`src/include/smsp_pkg.sv`:
```
// package: register map, field layouts, state codes and shifter command bundle of the serial port
//
// Behaviour
// - on underflow resend the previous byte if the mode bit is set, else zero
// - master, initiation bit set: transmit write starts a transfer, flag on empty
// - master, initiation bit clear: receive read starts a transfer, flag on full
// - bit-order bit set sends and receives lsb first, clear msb first
// - polarity bit set makes the serial clock idle high, clear idle low
// - phase bit set pulses clock at bit start, clear at bit end
// - role bit set is master driving the clock, clear is slave taking it
// - enable bit switches the whole serial port on and off
// - overflow flag sets on a byte arriving over unread data, clears on read
// - receive flag sets with full or overflow, clears on a receive read
// - receive-full sets when a byte is held, clears on a receive read
// - underflow flag sets when a byte is needed and none waits, clears on write
// - transmit flag sets on empty or underflow, clears on write or idle disable
// - transmit-occupied sets on write, holds while shifting, clears when empty
// - read-only 8-bit receive buffer holds the last byte, resets to zero
// - write-only 8-bit transmit buffer queues the next byte to shift out
// - overwrite bit set replaces unread data with the new byte, clear drops it
// - continuous master keeps select low while bytes wait, else stalls between bytes
// - master clock is the system clock over two times one plus divider
package smsp_pkg;
  localparam logic [31:0] ADDR_STATUS = 32'hffff0a00;
  localparam logic [31:0] ADDR_RX = 32'hffff0a04;
  localparam logic [31:0] ADDR_TX = 32'hffff0a08;
  localparam logic [31:0] ADDR_DIV = 32'hffff0a0c;
  localparam logic [31:0] ADDR_CTRL = 32'hffff0a10;
  localparam logic [15:0] CTRL_RESET = 16'h0000;
  localparam logic [15:0] CTRL_WMASK = 16'h1fef;
  localparam logic [7:0] DIV_RESET = 8'h1b;
  localparam logic [7:0] BYTE_RESET = 8'h00;
  localparam logic [7:0] HALF_STEP = 8'h01;
  localparam logic [2:0] BIT_FIRST = 3'h0;
  localparam logic [2:0] BIT_LAST = 3'h7;
  localparam logic [2:0] BIT_STEP = 3'h1;
  localparam int BE_LO = 0;
  localparam int BE_HI = 1;

  // control word, bit 15 first
  typedef struct packed {
    logic [2:0] rsvd_hi;
    logic cont;
    logic loop;
    logic slv_oe;
    logic ss_oe;
    logic ovw;
    logic uf_prev;
    logic tim;
    logic lsb;
    logic rsvd_mid;
    logic cpol;
    logic cpha;
    logic master;
    logic en;
  } smsp_ctrl_s;

  // status byte, bit 7 first
  typedef struct packed {
    logic [1:0] rsvd;
    logic rx_ovf;
    logic rx_irq;
    logic rx_full;
    logic tx_uf;
    logic tx_irq;
    logic tx_busy;
  } smsp_stat_s;

  // shifter commands that travel together
  typedef struct packed {
    logic load;
    logic sample;
    logic shift;
    logic clear;
  } smsp_op_s;

  typedef enum logic [1:0] {
    ST_IDLE = 2'b00,
    ST_FIRST = 2'b01,
    ST_SECOND = 2'b11,
    ST_STALL = 2'b10
  } smsp_state_e;
endpackage : smsp_pkg

```
`src/rtl/smsp_shifter.sv`:
```
// byte shifter: parallel load, serial out, serial in, bit counter
`timescale 1ns/1ns
module smsp_shifter (
  input wire logic clock_i,
  input wire logic rstn_i,
  input wire logic ce_i,
  input wire logic lsb_first_i,
  input wire smsp_pkg::smsp_op_s op_i,
  input wire logic [7:0] load_data_i,
  input wire logic data_i,
  output logic out_bit_o,
  output logic first_o,
  output logic done_o,
  output logic [7:0] rx_byte_o
);
  logic [7:0] tx_sr;
  logic [7:0] rx_sr;
  logic [2:0] cnt;

  // direction of both shift registers follows the bit-order bit
  wire [7:0] next_rx = lsb_first_i ? {data_i, rx_sr[7:1]} : {rx_sr[6:0], data_i};
  wire [7:0] next_tx = lsb_first_i ? {1'b0, tx_sr[7:1]} : {tx_sr[6:0], 1'b0};
  assign out_bit_o = lsb_first_i ? tx_sr[0] : tx_sr[7];
  assign first_o = cnt == smsp_pkg::BIT_FIRST;
  assign done_o = op_i.sample & (cnt == smsp_pkg::BIT_LAST);
  assign rx_byte_o = next_rx;

  // load wins over shift; clear only restarts the bit count
  always_ff @(posedge clock_i) begin
    if (!rstn_i) begin
      tx_sr <= smsp_pkg::BYTE_RESET;
      rx_sr <= smsp_pkg::BYTE_RESET;
      cnt <= smsp_pkg::BIT_FIRST;
    end else if (ce_i) begin
      if (op_i.load) begin
        tx_sr <= load_data_i;
      end else if (op_i.shift) begin
        tx_sr <= next_tx;
      end
      if (op_i.sample) begin
        rx_sr <= next_rx;
      end
      if (op_i.clear) begin
        cnt <= smsp_pkg::BIT_FIRST;
      end else if (op_i.sample) begin
        cnt <= cnt + smsp_pkg::BIT_STEP;
      end
    end
  end

  a_shift_order: assert property (@(posedge clock_i) disable iff (!rstn_i)
    (ce_i && op_i.shift && !op_i.load && lsb_first_i) |=> (tx_sr[6:0] == $past(tx_sr[7:1])))
    else $error("lsb-first shift moved the wrong way");
  a_msb_in: assert property (@(posedge clock_i) disable iff (!rstn_i)
    (ce_i && op_i.sample && !lsb_first_i) |=> (rx_sr[0] == $past(data_i)))
    else $error("msb-first sample not taken into bit zero");
endmodule : smsp_shifter

```
`src/rtl/smsp_top.sv`:
```
// serial port top: register slave, master sequencer, slave edge logic and pins
//
// Register access over Avalon-MM is this design's own decision.
`timescale 1ns/1ns
module smsp_top (
  input wire logic clock_i,
  input wire logic rstn_i,
  input wire logic ce_i,
  input wire logic [31:0] avs_address_i,
  input wire logic avs_read_i,
  input wire logic avs_write_i,
  input wire logic [31:0] avs_writedata_i,
  input wire logic [3:0] avs_byteenable_i,
  output logic [31:0] avs_readdata_o,
  output logic avs_waitrequest_o,
  input wire logic sclk_i,
  output logic sclk_o,
  output logic sclk_oe_n_o,
  input wire logic mosi_i,
  output logic mosi_o,
  output logic mosi_oe_n_o,
  input wire logic miso_i,
  output logic miso_o,
  output logic miso_oe_n_o,
  input wire logic ss_n_i,
  output logic ss_n_o,
  output logic ss_n_oe_n_o
);
  smsp_pkg::smsp_ctrl_s ctrl;
  smsp_pkg::smsp_stat_s stat;
  smsp_pkg::smsp_state_e st;
  smsp_pkg::smsp_state_e next_st;
  smsp_pkg::smsp_op_s op;
  logic [7:0] div;
  logic [7:0] hcnt;
  logic [7:0] tx_data;
  logic [7:0] tx_last;
  logic [7:0] rx_data;
  logic tx_full;
  logic cur_buf;
  logic tx_uf;
  logic tx_irq;
  logic rx_full;
  logic rx_ovf;
  logic rx_irq;
  logic busy_q;
  logic sclk_q;
  logic ss_q;
  logic sh_out;
  logic sh_first;
  logic sh_done;
  logic [7:0] sh_rx;

  // bus decode: a request acts once, at the edge that drops waitrequest
  wire acc = ce_i & (avs_read_i | avs_write_i) & avs_waitrequest_o;
  wire hit_stat = avs_address_i == smsp_pkg::ADDR_STATUS;
  wire hit_rx = avs_address_i == smsp_pkg::ADDR_RX;
  wire hit_tx = avs_address_i == smsp_pkg::ADDR_TX;
  wire hit_div = avs_address_i == smsp_pkg::ADDR_DIV;
  wire hit_ctrl = avs_address_i == smsp_pkg::ADDR_CTRL;
  wire be_lo = avs_byteenable_i[smsp_pkg::BE_LO];
  wire be_hi = avs_byteenable_i[smsp_pkg::BE_HI];
  wire wr_ctrl = acc & avs_write_i & hit_ctrl;
  wire wr_div = acc & avs_write_i & hit_div & be_lo;
  wire wr_tx = acc & avs_write_i & hit_tx & be_lo;
  wire rd_rx = acc & avs_read_i & hit_rx;

  // control write merges byte lanes; reserved bits never take a value
  wire [15:0] ctrl_be = {{8{be_hi}}, {8{be_lo}}} & smsp_pkg::CTRL_WMASK;
  wire [15:0] next_ctrl = (ctrl & ~ctrl_be) | (avs_writedata_i[15:0] & ctrl_be);

  // status view and read mux; transmit buffer and unmapped words read zero
  wire busy = tx_full | cur_buf;
  assign stat = {2'b00, rx_ovf, rx_irq, rx_full, tx_uf, tx_irq, busy};
  wire [31:0] rd_mux = hit_stat ? 32'(stat) :
                       hit_rx ? 32'(rx_data) :
                       hit_div ? 32'(div) :
                       hit_ctrl ? 32'(ctrl) : '0;

  // master sequencer decode: two half periods of div+1 cycles per bit
  wire m_on = ctrl.en & ctrl.master;
  wire hend = hcnt == div;
  wire is_idle = st == smsp_pkg::ST_IDLE;
  wire is_first = st == smsp_pkg::ST_FIRST;
  wire is_second = st == smsp_pkg::ST_SECOND;
  wire start_m = m_on & is_idle & (ctrl.tim ? tx_full : rd_rx);
  wire m_end = is_second & hend;
  wire m_next = m_end & sh_first & ctrl.cont & tx_full;
  wire m_load = start_m | m_next;
  wire m_sample = is_first & hend;
  wire m_shift = m_end & !sh_first;

  // slave edge decode against the configured idle level
  wire s_act = ctrl.en & !ctrl.master & !ss_n_i;
  wire s_edge = sclk_i != sclk_q;
  wire s_lead = s_act & s_edge & (sclk_i != ctrl.cpol);
  wire s_trail = s_act & s_edge & (sclk_i == ctrl.cpol);
  wire ss_fall = s_act & ss_q;
  wire s_load = ctrl.cpha ? (s_lead & sh_first) : (ss_fall | (s_trail & sh_first));
  wire s_sample = ctrl.cpha ? s_trail : s_lead;
  wire s_shift = (ctrl.cpha ? s_lead : s_trail) & !sh_first;

  // shared shifter commands and data selection
  wire load = m_load | s_load;
  wire uf_set = load & !tx_full;
  wire [7:0] load_data = tx_full ? tx_data : (ctrl.uf_prev ? tx_last : smsp_pkg::BYTE_RESET);
  wire din = ctrl.master ? (ctrl.loop ? sh_out : miso_i) : mosi_i;
  assign op.load = load;
  assign op.sample = m_sample | s_sample;
  assign op.shift = m_shift | s_shift;
  assign op.clear = !ctrl.en | (!ctrl.master & ss_n_i) | (ctrl.master & is_idle);
  wire unread = rx_full & !rd_rx;
  wire tx_irq_set = (busy_q & !busy) | uf_set;
  wire tx_irq_clr = wr_tx | (!ctrl.en & !busy);

  smsp_shifter u_shifter (
    .clock_i(clock_i),
    .rstn_i(rstn_i),
    .ce_i(ce_i),
    .lsb_first_i(ctrl.lsb),
    .op_i(op),
    .load_data_i(load_data),
    .data_i(din),
    .out_bit_o(sh_out),
    .first_o(sh_first),
    .done_o(sh_done),
    .rx_byte_o(sh_rx)
  );

  // master state sequence; stall keeps select high between single bytes
  always_comb begin
    next_st = st;
    unique case (st)
      smsp_pkg::ST_IDLE: if (start_m) next_st = smsp_pkg::ST_FIRST;
      smsp_pkg::ST_FIRST: if (hend) next_st = smsp_pkg::ST_SECOND;
      smsp_pkg::ST_SECOND: if (hend) next_st = (!sh_first || m_next) ? smsp_pkg::ST_FIRST : smsp_pkg::ST_STALL;
      smsp_pkg::ST_STALL: if (hend) next_st = smsp_pkg::ST_IDLE;
    endcase
    if (!m_on) next_st = smsp_pkg::ST_IDLE;
  end

  // bus answer: waitrequest drops for exactly one cycle per request
  always_ff @(posedge clock_i) begin
    if (!rstn_i) begin
      avs_waitrequest_o <= 1'b1;
      avs_readdata_o <= '0;
    end else if (ce_i) begin
      avs_waitrequest_o <= !acc;
      if (acc & avs_read_i) avs_readdata_o <= rd_mux;
    end
  end

  // configuration registers
  always_ff @(posedge clock_i) begin
    if (!rstn_i) begin
      ctrl <= smsp_pkg::CTRL_RESET;
      div <= smsp_pkg::DIV_RESET;
    end else if (ce_i) begin
      if (wr_ctrl) ctrl <= smsp_pkg::smsp_ctrl_s'(next_ctrl);
      if (wr_div) div <= avs_writedata_i[7:0];
    end
  end

  // sequencer state and half-period counter
  always_ff @(posedge clock_i) begin
    if (!rstn_i) begin
      st <= smsp_pkg::ST_IDLE;
      hcnt <= smsp_pkg::BYTE_RESET;
    end else if (ce_i) begin
      st <= next_st;
      hcnt <= (next_st != st) ? smsp_pkg::BYTE_RESET : hcnt + smsp_pkg::HALF_STEP;
    end
  end

  // transmit side: set wins over clear on every flag
  always_ff @(posedge clock_i) begin
    if (!rstn_i) begin
      tx_full <= 1'b0;
      tx_data <= smsp_pkg::BYTE_RESET;
      tx_last <= smsp_pkg::BYTE_RESET;
      cur_buf <= 1'b0;
      tx_uf <= 1'b0;
      tx_irq <= 1'b0;
      busy_q <= 1'b0;
    end else if (ce_i) begin
      tx_full <= wr_tx | (tx_full & !load);
      if (wr_tx) tx_data <= avs_writedata_i[7:0];
      if (load) tx_last <= load_data;
      cur_buf <= load ? tx_full : (cur_buf & !sh_done & !op.clear);
      tx_uf <= uf_set | (tx_uf & !wr_tx);
      tx_irq <= tx_irq_set | (tx_irq & !tx_irq_clr);
      busy_q <= busy;
    end
  end

  // receive side: overwrite bit picks which byte survives an overflow
  always_ff @(posedge clock_i) begin
    if (!rstn_i) begin
      rx_data <= smsp_pkg::BYTE_RESET;
      rx_full <= 1'b0;
      rx_ovf <= 1'b0;
      rx_irq <= 1'b0;
    end else if (ce_i) begin
      if (sh_done & (!unread | ctrl.ovw)) rx_data <= sh_rx;
      rx_full <= sh_done | unread;
      rx_ovf <= (sh_done & unread) | (rx_ovf & !rd_rx);
      rx_irq <= sh_done | (rx_irq & !rd_rx);
    end
  end

  // pins: one registered stage, enables low while driving
  always_ff @(posedge clock_i) begin
    if (!rstn_i) begin
      sclk_q <= 1'b0;
      ss_q <= 1'b1;
      sclk_o <= 1'b0;
      mosi_o <= 1'b0;
      miso_o <= 1'b0;
      ss_n_o <= 1'b1;
      sclk_oe_n_o <= 1'b1;
      mosi_oe_n_o <= 1'b1;
      miso_oe_n_o <= 1'b1;
      ss_n_oe_n_o <= 1'b1;
    end else if (ce_i) begin
      sclk_q <= sclk_i;
      ss_q <= ss_n_i;
      sclk_o <= ctrl.cpol ^ (ctrl.cpha ? is_first : is_second);
      mosi_o <= sh_out;
      miso_o <= sh_out;
      ss_n_o <= !(is_first | is_second);
      sclk_oe_n_o <= !m_on;
      mosi_oe_n_o <= !m_on;
      miso_oe_n_o <= !(s_act & ctrl.slv_oe);
      ss_n_oe_n_o <= !(m_on & ctrl.ss_oe);
    end
  end

  a_rx_full_set: assert property (@(posedge clock_i) disable iff (!rstn_i)
    (ce_i && sh_done) |=> (rx_full && stat.rx_irq))
    else $error("received byte did not raise full and receive flag");
  a_ovf_unread: assert property (@(posedge clock_i) disable iff (!rstn_i)
    (ce_i && sh_done && rx_full && !rd_rx) |=> rx_ovf)
    else $error("overflow not flagged on unread data");
  a_rx_read_clr: assert property (@(posedge clock_i) disable iff (!rstn_i)
    (ce_i && rd_rx && !sh_done) |=> (!rx_full && !rx_ovf && !rx_irq))
    else $error("receive read left a flag set");
  a_drop_new: assert property (@(posedge clock_i) disable iff (!rstn_i)
    (ce_i && sh_done && unread && !ctrl.ovw) |=> $stable(rx_data))
    else $error("unread byte overwritten with overwrite off");
  a_uf_zero: assert property (@(posedge clock_i) disable iff (!rstn_i)
    (ce_i && load && !tx_full && !ctrl.uf_prev) |=> (tx_last == smsp_pkg::BYTE_RESET && tx_uf))
    else $error("underflow did not send zero");
  a_tx_start: assert property (@(posedge clock_i) disable iff (!rstn_i)
    (ce_i && wr_tx && m_on && ctrl.tim && is_idle && !tx_full) ##1 (ce_i && m_on && !wr_ctrl)
    |=> (st == smsp_pkg::ST_FIRST) ##1 (!busy_q || !ss_n_o || !ce_i))
    else $error("transmit write did not start a master transfer");
  a_rx_start: assert property (@(posedge clock_i) disable iff (!rstn_i)
    (ce_i && rd_rx && m_on && !ctrl.tim && is_idle) |=> (st == smsp_pkg::ST_FIRST))
    else $error("receive read did not start a master transfer");
  a_busy_write: assert property (@(posedge clock_i) disable iff (!rstn_i)
    (ce_i && wr_tx) |=> stat.tx_busy)
    else $error("transmit write did not mark buffer occupied");
  a_uf_clear: assert property (@(posedge clock_i) disable iff (!rstn_i)
    (ce_i && wr_tx && !uf_set) |=> !tx_uf)
    else $error("transmit write did not clear underflow");
  a_sclk_idle: assert property (@(posedge clock_i) disable iff (!rstn_i)
    (ce_i && is_idle && !wr_ctrl) |=> (sclk_o == ctrl.cpol))
    else $error("serial clock not at idle level");
  a_port_off: assert property (@(posedge clock_i) disable iff (!rstn_i)
    (ce_i && !ctrl.en && !wr_ctrl) ##1 ce_i |=> (sclk_oe_n_o && mosi_oe_n_o && miso_oe_n_o && is_idle))
    else $error("disabled port still drives a pin");
endmodule : smsp_top

```
`config.mk`:
```
export PLATFORM = sky130hd
export DESIGN_NAME = smsp_top
export DESIGN_NICKNAME = d
export VERILOG_FILES = /design/src/include/smsp_pkg.sv /design/src/rtl/smsp_shifter.sv /design/src/rtl/smsp_top.sv
export SDC_FILE = /design/constraint.sdc
export NUM_CORES = 1
export LEC_CHECK = 0
export BUFFER_PORTS_ARGS = -buffer_cell sky130_fd_sc_hd__buf_2
export CAP_MARGIN = 20
export CORE_MARGIN = 4
export CORE_UTILIZATION = 54
export DETAILED_ROUTE_END_ITERATION = 10
export HOLD_SLACK_MARGIN = 0.03
export PLACE_DENSITY = 0.77
export SETUP_SLACK_MARGIN = 0.05
export SLEW_MARGIN = 20
export SYNTH_ARGS = -nofsm -noshare
export SYNTH_HDL_FRONTEND = slang
export SYNTH_HIERARCHICAL = 1
export SYNTH_SLANG_ARGS = --single-unit
```
`constraint.sdc`:
```
create_clock -name clock_i -period 2.7 [get_ports clock_i]
set_input_delay 0.54 -clock clock_i [delete_from_list [all_inputs] [get_ports clock_i]]
set_output_delay 0.54 -clock clock_i [all_outputs]
set_load 0.1 [all_outputs]
```
Word level (Yosys, flattened, before mapping)
Cells that the tools add are included.

storage, ports and cells
  word-level logic and storage cells = 188
  bits of input ports = 77
  bits in registers = 126
  output and inout port bits = 41

cells by class
  bitwise logic cells = 70
  mux-type cells = 29
  reductions and logical operators = 32
  $add $sub $neg = 2
  equal/unequal tests = 14

operators with widths
  operator              number
  $eq 32x32->1 const B  5
  $mux 16               4
  $mux 8                7
  $and 1x1->1           46
  $or 1x1->1            19
  $logic_not 1->1       18
  $reduce_and 2->1      9
  $and 16x13->16        1
  $and 16x16->16        1
  $not 13->16           1
  $or 16x16->16         1
  $mux 2                6
  $mux 1                9
  $add 8x1->8 const B   1
  $eq 8x8->1            1
  $pmux 2 s4            1
  $mux 3                2
  $eq 2x2->1 const B    2
  $reduce_bool 2->1     2
  $add 3x1->3 const B   1
  $eq 3x3->1 const B    1
  $logic_not 3->1       1
  $eq 2x1->1 const B    1
  $logic_not 2->1       1
  other kinds (5)       6

Depth between registers and ports, before layout
Gate-level depths: netlist of run 1.

  depth in word-level cells = 12
  mapped depth = 11
  depth with buffers taken out = 10

Hierarchy
Netlist of run 1, hierarchy kept.

modules (own cells, without submodules)
  module        cells each  seq. area each (sq um)  area an instance (sq um)  times used
  smsp_top      505         1681.6                  4156.5                    1
  smsp_shifter  108         380.4                   1076.0                    1

Worst setup path before layout of run 1
OpenSTA, ideal clock, no wires.

  path type = reg2reg
  start point = reg avs_waitrequest_o
  end point = reg u_shifter.tx_sr[1]
  clock period less this slack = 2.656 ns
  path slack = 0.044 ns
  setup time = 0.069 ns
  stages on the path, launching flop included = 9
  arrival time = 2.587 ns
  cell sequence = dfxtp_1 -> nand3_1 -> nor4_2 -> a21oi_1 -> nand2_1 -> o21a_1 -> buf_2 -> o2111ai_1 -> o21ai_1

between the ends
  word-level cells in the longest chain between the ends = 9

RTL lines
  item                         line                RTL
  from (decl)                  smsp_top.sv:15      output logic avs_waitrequest_o,
  from (signal assigned)       smsp_top.sv:148     avs_waitrequest_o <= !acc;
  $and 1x1->1 *                smsp_top.sv:55      wire acc = ce_i & (avs_read_i | avs_write_i) & avs_waitrequest_o;
  $and 1x1->1 * (2 in series)  smsp_top.sv:66      wire rd_rx = acc & avs_read_i & hit_rx;
  $mux 1 *                     smsp_top.sv:86      wire start_m = m_on & is_idle & (ctrl.tim ? tx_full : rd_rx);
  $and 1x1->1 *                smsp_top.sv:86
  $or 1x1->1 *                 smsp_top.sv:89      wire m_load = start_m | m_next;
  $or 1x1->1 *                 smsp_top.sv:104     wire load = m_load | s_load;
  via load                     smsp_top.sv:104
  $reduce_bool 2->1 (no line)  -
  $reduce_and 2->1 (no line)   -
  to (signal assigned)         smsp_shifter.sv:31  tx_sr <= smsp_pkg::BYTE_RESET;
  to (signal assigned)         smsp_shifter.sv:36  tx_sr <= load_data_i;
  to (signal assigned)         smsp_shifter.sv:38  tx_sr <= next_tx;
  to (decl)                    smsp_shifter.sv:16  logic [7:0] tx_sr;

Mark *: on every way through the listed nets, which the timed path passes. The rest lies on a longest branch.
A chain may end at the register's enable or synchronous reset.

==> results of run 1 <==
-- how the worst max path moves through the flow --
stage	start	to	depth (start not counted)	slack (ns)
after detailed placement	avs_address_i[23]	u_shifter/tx_sr[5]$_SDFFE_PN0P_	10	-0.04
after global routing	hcnt[1]$_SDFFE_PN0P_	rx_data[5]$_SDFFE_PN0P_	9	0.11
after global placement	avs_address_i[23]	u_shifter/tx_sr[4]$_SDFFE_PN0P_	10	0.03
after CTS	hcnt[0]$_SDFFE_PN0P_	rx_data[0]$_SDFFE_PN0P_	9	0.32
final	hcnt[1]$_SDFFE_PN0P_	rx_data[0]$_SDFFE_PN0P_	9	0.26
after floorplan	avs_address_i[23]	u_shifter/tx_sr[1]$_SDFFE_PN0P_	9	0.19
-- worst reg2reg max path: cells and delay by family (launching register included) --
kind / cells / cell delay, ns
AND/OR/NAND/NOR: 5 / 1.02
flip-flops: 1 / 0.43
AO/OA/AOI/OAI: 3 / 0.76
XOR/XNOR: 1 / 0.14
-- report_power, final --
part	switching [mW]	leakage, nW	internal (mW)
registers	0.00778	0.831	1.53
logic	0.229	1.48	0.0656
clock network	0.504	0.0940	0.441
-- per-layer routing --
layer  vias up  GRT usage (%)  part of all wire [%]
met5         -              0                     0
met1      2203           31.1                    44
met2       196           38.1                    46
li1       2255              -                     -
met4         0           5.94                   1.8
met3        17           4.49                   7.5
-- metrics by stage --
stage / TNS [ns] / worst slack [ns] / instance area, um2
2_1_floorplan: 0 / 0.188 / 5300
3_3_place_gp: 0 / 0.0251 / 5730
3_5_place_dp: -0.138 / -0.0387 / 5730
4_1_cts: 0 / 0.320 / 5920
5_1_grt: 0 / 0.111 / 5920
6_report: 0 / 0.258 / 5920
-- final cells by class --
cell class | instances | area (um2)
clock inverter | 4 | 47.5
multi-input combinational | 458 | 2850
inverter | 8 | 30.0
sequential | 103 | 2060
timing repair buffer | 107 | 623
tap | 129 | 161
fill | 786 | 3410
clock buffer | 10 | 138
-- cell families after synthesis --
logic type | count (synthesis) | share of synthesized area [%]
flops | 103 | 39.4
buf+inv | 70 | 7.36
fa+ha+maj | 4 | 0.957
xor+xnor | 17 | 2.85
other cells | 1 | 0.0717
mux | 70 | 14.2
simple gates | 233 | 21.0
compound gates | 115 | 14.1
-- cell usage after synthesis (all sizes together) (2+ instances only) --
library cell / number
a211oi: 8
a21oi: 25
a22oi: 9
a31oi: 5
a32o: 3
a32oi: 2
and2: 4
and3: 4
and3b: 2
buf: 34
clkbuf: 28
dfxtp: 103
ha: 4
inv: 8
mux2: 15
mux2i: 55
nand2: 87
nand2b: 9
nand3: 24
nand4: 12
nor2: 54
nor2b: 15
nor3: 8
nor3b: 3
nor4: 3
o2111ai: 8
o21ai: 39
o22ai: 2
o31ai: 3
or4: 2
xnor2: 12
xor2: 5
==> impl_results.md, run 1 <==
* H-tree lvl count at 3
* Status: finished, final reports clean
* WL/cell at 16.0 um
* Hold Path Class: primary input to flip-flop
* Most common cell after layout, fill and taps aside: dfxtp_1
* Cts hold-fix bufs at 0
* Antenna viol nets, final at 0
* CP cell instances: xnor2_1 > nand4_1 > nor2_1 > a32o_1 > and2_1 > nand2_1 > a31oi_4 > nand3_1 > o31ai_1
* Worst Tran Pin Value at 0.743 ns
* HP Start: avs_writedata_i[8]
* Register clock-pin slew on the reported worst setup and hold paths at 0.10 ns
* DR pass1 iterations at 5
* R2R Path Start: hcnt[1]$_SDFFE_PN0P_
* Vias at 4671
* CTS tree: yes
* Die ar. at 11300 um2
* Crit Reg-Reg Endpoint: rx_data[0]$_SDFFE_PN0P_
* Via density at 5.70
* DRT iter0 DRCs at 329
* PostCTS Resize Cnt at 0
* Final core area utilization at 63.4%
* Post-layout nets at 768
* Initial antenna violation count at 0
* Fin. Hold Viols at 0
* Most frequent cells in the layout: dfxtp_1, nand2_1, buf_2
* Hold_ws at 0.413 ns
* Min cycle time layout at 2.44 ns
* Mapped Area at 5230 um2
* Fin. max-slew vios at 0
* Grt ovf at 0
* Distinct cells, synth at 59
* Die Ht at 106 um
* Slowest CP cell: dfxtp_1
* Post-synthesis sequential area ratio at 39.4%
* Worst path arrival time at 2.71 ns
* Area growth syn-to-layout at 13.1%
* WP data required at 2.97 ns
* Ys async rst share at 0%
* Hold path cells at 3
* Port Buffers at 77
* Slew headroom at 50.4%
* Cell taking the most area after synthesis: dfxtp_1
* Mapped Cells at 613
* Flops & latches, synth at 103
* DRT Wirelength at 13100 um
* Share of the synthesized area in the top cell type at 39.4%
* MaxCap Viol Count at 0
* Number of global-route vias before repair at 4396
* Post-CTS setup buffers at 0
* Clk root buf: clkbuf_8
* Worst setup path class: flip-flop to flip-flop
* Worst Path Buf+Inv at 0
* Static Leak at 2.41 nW
* N_diodes at 0
* Worst skew pair latency at 0.36 ns
* Pwr Total at 2.77 mW
* Pwr Density at 469 nW/um2
* CP Capture Type: flip-flop
* Tot GR Track Use at 23.1%
* Die width at 106 um
* Global-route wire length before repair at 21400 um
* # clock sinks at 103
* Non-Filler Instances at 819
* Slowest cell delay on critical path at 0.43 ns
* Predominant post-synthesis flop cell: dfxtp_1
* Number of top-level pins at 118
* Final worst-path cycle share at 90.5%
* Bufs on Longest Clock Path at 2
* Clock skew at 0.0131 ns
* Leading post-synthesis cells by cell area: dfxtp_1, mux2i_1, nand2_1
* Peak VDD IR at 371 uV
* Final Setup Violations at 0
* Achievable clock frequency at 409 MHz
* CP max FO at 16
* Initial core utilization at 56.1%
* Reg-to-reg setup timing slack at 0.26 ns
* CP startpoint kind: flip-flop
* Residual DRC at 0
* Gpl congestion at 0.887
* Cts bufs inserted at 9
* Syn Area/Cell at 8.54 um2
* Largest net degree at the start of global routing at 45
* Ratio of cells with drive above 1 in the final layout at 20.7%
* EDFF count, synth at 0
* Cell count after placement at 805
* DP HPWL at 9800 um
* Reg2Reg Depth at 9
* Core Rows at 35
* Core outline area at 9330 um2
* RSZ-0062 raised after global routing: false
* Total number of yosys warnings at 6
* Crit-path leading delay family: simple AND/OR/NAND/NOR gates
Power figures use the tool's default switching activity.
==> run 2, diff against run 1 <==
Settings changed: GPL_ROUTABILITY_DRIVEN set to 0, REMOVE_ABC_BUFFERS set to 1, SYNTH_HIERARCHICAL 1 to not set.
==> impl_results.md, run 2 <==
* Status: finished, final reports clean
* Final Setup Violations at 0
* RSZ-0062 raised after global routing: false
* DRT Wirelength at 13200 um
* MaxCap Viol Count at 0
* Number of global-route vias before repair at 4421
* Largest net degree at the start of global routing at 52
* Residual DRC at 0
* Worst setup path class: flip-flop to flip-flop
* Post-layout nets at 760
* Final instance area at 5860 um2
* EDFF count, synth at 0
* Register clock-pin slew on the reported worst setup and hold paths at 0.10 ns
* DRT iter0 DRCs at 304
* Die width at 105 um
* Bufs on Longest Clock Path at 2
* WP data required at 3.00 ns
* H-tree lvl count at 3
* Core outline area at 9240 um2
* Initial antenna violation count at 0
* CP Capture Type: flip-flop
* Port Buffers at 77
* Hold Path Class: primary input to flip-flop
* Static Leak at 2.33 nW
* DR pass1 iterations at 6
* Tot GR Track Use at 23.9%
* Mapped Area at 5130 um2
* Flops & latches, synth at 103
* Global-route wire length before repair at 21700 um
* Non-Filler Instances at 813
* Cell count after placement at 797
* Die Ht at 105 um
* Vias at 4556
* Die ar. at 11100 um2
* Placement Cell Area at 5640 um2
* Final worst-path cycle share at 88.0%
* Clock skew at 0.00708 ns
* Core Rows at 35
* Peak VDD IR at 322 uV
* CTS tree: yes
* Final core area utilization at 63.4%
* Leading post-synthesis cells by cell area: dfxtp_1, mux2i_1, nand2_1
* Antenna viol nets, final at 0
* CP max FO at 10
* Total number of yosys warnings at 0
* Mapped Cells at 604
* Slew headroom at 64.2%
* Ratio of cells with drive above 1 in the final layout at 20.9%
* CP startpoint kind: flip-flop
* Pwr Density at 486 nW/um2
* Most common cell after layout, fill and taps aside: dfxtp_1
* Most frequent cell after synthesis: dfxtp_1
* DP HPWL at 9760 um
* Area growth syn-to-layout at 14.1%
* Min cycle time layout at 2.38 ns
* Worst Tran Pin Value at 0.537 ns
* Hold_ws at 0.409 ns
* Fin. Hold Viols at 0
* WL/cell at 16.2 um
* Distinct cells, synth at 59
* Syn Area/Cell at 8.50 um2
* Via density at 5.60
* Post-synthesis sequential area ratio at 40.2%
* Share of the synthesized area in the top cell type at 40.2%
* N_diodes at 0
* Worst skew pair latency at 0.37 ns
* Fin. max-slew vios at 0
* Cell taking the most area after synthesis: dfxtp_1
* Most frequent cells in the layout: dfxtp_1, buf_2, nand2_1
* Cts hold-fix bufs at 0
* # clock sinks at 103
* Worst path arrival time at 2.67 ns
* Cts bufs inserted at 9
* Grt ovf at 0
* Clk root buf: clkbuf_8
* Ys async rst share at 0%
* Top cells by instance count after synthesis: dfxtp_1, nand2_1, nor2_1
* Initial core utilization at 55.5%
* Achievable clock frequency at 421 MHz
* Number of top-level pins at 118
* Predominant post-synthesis flop cell: dfxtp_1
[run 2: changes by cell type in the layout (fill, tap and decap cells not counted), moves of 9 or more]
| cell | delta |
|---|---|
| nand2_1 | -14 |
| a21oi_1 | +11 |
| nor2_1 | +10 |
| nor2b_1 | -10 |
| xnor2_1 | -9 |
| xor2_1 | +9 |
[run 2: worst paths after layout]
| kind | cells past startpoint | slack [ns] | start | end |
|---|---|---|---|---|
| setup / recovery | 8 | 0.32 | flip-flop | u_shifter.tx_sr[3]$_SDFFE_PN0P_ |
| hold / removal | 3 | 0.41 | avs_writedata_i[10] | flip-flop |
| setup reg to reg | 8 | 0.32 | flip-flop | u_shifter.tx_sr[3]$_SDFFE_PN0P_ |
| hold reg to reg | 2 | 0.45 | avs_readdata_o[9]$_SDFFE_PN0P_ | avs_readdata_o[9]$_SDFFE_PN0P_ |
[run 2: worst max-delay path: stages (launching register included)]
cell and delay, ns:
dfxtp_1 0.37, xnor2_2 0.25, mux2i_1 0.29, o21ai_0 0.19, a31oi_4 0.29, nand2_2 0.16, buf_4 0.19, or3_1 0.38
a31oi_1 0.18
[run 2: logic make-up after synthesis]
group,share of synthesized area (%)
multiplexers,12.3
adder cells (fa/ha/maj),0.975
AO/OA/AOI/OAI,14.3
buffers and inverters,6.73
XOR/XNOR,3.07
AND/OR/NAND/NOR,22.4
other,0.0731
flip-flops,40.2
[run 2: per-stage QoR]
stage / setup WS (ns) / setup TNS (ns) / power, mW
floorplan: -0.711 / -21.03 / 1.77
global placement: 0.0962 / 0 / 1.87
detailed placement: 0.0819 / 0 / 1.88
CTS: 0.238 / 0 / 2.86
global route: 0.162 / 0 / 2.94
finish: 0.325 / 0 / 2.84
[run 2: cell type report]
cell class                 count  area [um2]
clock buffer                  10         138
clock inverter                 6        70.1
fill                         784        3380
inverter                      11        41.3
multi-input combinational    452        2800
sequential                   103        2060
tap                          129         161
timing repair buffer         102         586
[run 2: power by group]
group	internal, mW	switching, mW
Clock	0.457	0.542
Combinational	0.0677	0.242
Sequential	1.53	0.00966
Total	2.05	0.794
[run 2: per-layer routing]
layer / global-route usage, % / wire, um
met5: 0 / 0
met4: 7.86 / 318
met3: 4.78 / 995
met2: 40.9 / 6400
met1: 30.2 / 5490
[run 2: what timing repair did]
action,in CTS,in global routing
setup buffers,0,0
resized for setup,0,1
endpoints found under the setup margin,0,2
hold endpoints to repair,0,0
==> run 3, diff against run 2 <==
Settings changed: RECOVER_POWER set to 100, SYNTH_HIERARCHICAL set to 1.
==> impl_results.md, run 3 (same netlist as run 1, synthesis figures left out) <==
* N_diodes at 0
* Largest net degree at the start of global routing at 34
* Die ar. at 11300 um2
* Static Leak at 2.29 nW
* Final Setup Violations at 0
* Worst skew pair latency at 0.37 ns
* Peak VDD IR at 259 uV
* DRT iter0 DRCs at 365
* Clk root buf: clkbuf_8
* CP Capture Type: flip-flop
* Non-Filler Instances at 820
* DR pass1 iterations at 5
* Residual DRC at 0
* Initial antenna violation count at 0
* CP max FO at 11
* Cts bufs inserted at 9
* Die Ht at 106 um
* Final worst-path cycle share at 94.4%
* Fin. max-slew vios at 0
* Clock skew at 0.0104 ns
* Slew headroom at 21.6%
* CTS tree: yes
* Area growth syn-to-layout at 11.5%
* Number of global-route vias before repair at 4291
* Antenna viol nets, final at 0
* MaxCap Viol Count at 0
* WL/cell at 15.8 um
* DP Worst Slack at 0.0768 ns
* CP startpoint kind: primary input
* Pwr Density at 470 nW/um2
* Register clock-pin slew on the reported worst setup and hold paths at 0.10 ns
* RSZ-0062 raised after global routing: false
* Final setup margin at 0.150 ns
* # clock sinks at 103
* Worst path arrival time at 2.85 ns
* Ratio of cells with drive above 1 in the final layout at 15.8%
* Most common cell after layout, fill and taps aside: dfxtp_1
* Worst Tran Pin Value at 1.18 ns
* Hold Path Class: primary input to flip-flop
* Number of top-level pins at 118
* Bufs on Longest Clock Path at 2
* DP HPWL at 9630 um
* Placement Cell Area at 5710 um2
* Final instance area at 5830 um2
* Global-route wire length before repair at 20700 um
* Worst setup path class: primary input to flip-flop
* H-tree lvl count at 3
* Via density at 5.65
* Initial core utilization at 56.1%
* Post-layout nets at 767
* Tot GR Track Use at 22.3%
* Achievable clock frequency at 392 MHz
* Vias at 4634
* Cts hold-fix bufs at 0
* Fin. Hold Viols at 0
* Cell count after placement at 803
* Status: finished, final reports clean
* Hold_ws at 0.403 ns
* DRT Wirelength at 12900 um
* Core Rows at 35
* Core outline area at 9330 um2
* WP data required at 3.00 ns
* Grt ovf at 0
* Most frequent cells in the layout: dfxtp_1, nand2_1, mux2i_1
* Die width at 106 um
* Min cycle time layout at 2.55 ns
* Port Buffers at 77
## run 3: cell types whose count changed in the layout (fill, tap and decap cells not counted), sizes merged, moves of 6 or more
cell	delta
o22ai	-8
nor2	-10
nand2	+11
a22oi	+7
or3	-6
xor2	-9
buf	-29
o2111ai	+8
xnor2	+8
a21oi	-12
mux2	+8
nor2b	+10
clkbuf	+33
## run 3: through the flow
| step | power (mW) | TNS (ns) | utilization (%) |
|---|---|---|---|
| 2_1_floorplan | 1.75 | -7.82 | - |
| 3_3_place_gp | 1.85 | 0 | 61.3 |
| 3_5_place_dp | 1.86 | 0 | 61.3 |
| 4_1_cts | 2.76 | 0 | 63.3 |
| 5_1_grt | 2.85 | 0 | 62.5 |
| 6_report | 2.74 | 0 | 62.5 |
## run 3: worst paths after layout
check                                               startpoint                         endpoint  slack (ns)  cells after the start
worst min-delay path                       avs_writedata_i[10]                        flip-flop        0.40                      3
worst max register to register            hcnt[2]$_SDFFE_PN0P_  u_shifter/rx_sr[4]$_SDFFE_PN0P_        0.20                      7
worst min register to register  avs_readdata_o[2]$_SDFFE_PN0P_   avs_readdata_o[2]$_SDFFE_PN0P_        0.46                      2
worst max-delay path                         avs_address_i[19]          tx_last[7]$_SDFFE_PN0P_        0.15                      9
## run 3: power breakdown
part / internal [mW] / switching [mW] / total, mW
combinational: 0.0633 / 0.224 / 0.288
sequential: 1.53 / 0.00763 / 1.53
clock: 0.374 / 0.549 / 0.923
## run 3: final cells by class
type,instances,area (um2)
Clock buffer,10,138
Clock inverter,6,48.8
Fill cell,862,3490
Inverter,8,30.0
Multi-Input combinational cell,458,2840
Sequential cell,103,2060
Tap cell,129,161
Timing Repair Buffer,106,552
## run 3: routing by layer
layer,part of all wire (%),vias to the layer above,global-route usage (%)
met5,0,-,0
met4,2.4,0,8.49
met3,6.9,27,4.86
met2,48,149,35.7
met1,43,2200,29.6
li1,-,2258,-
## run 3: timing repair
action,4_1_cts,5_1_grt
endpoints found under the setup margin,0,8
setup buffers,0,1
gates resized for setup,0,0
## run 3: worst max-delay path: stages
cell and delay, ns:
buf_2 0.08, nand4_1 0.07, or4_1 0.59, nor4_1 0.48
a21oi_1 0.17, clkbuf_1 0.16, a21oi_1 0.15, clkbuf_2 0.35
mux2i_1 0.24
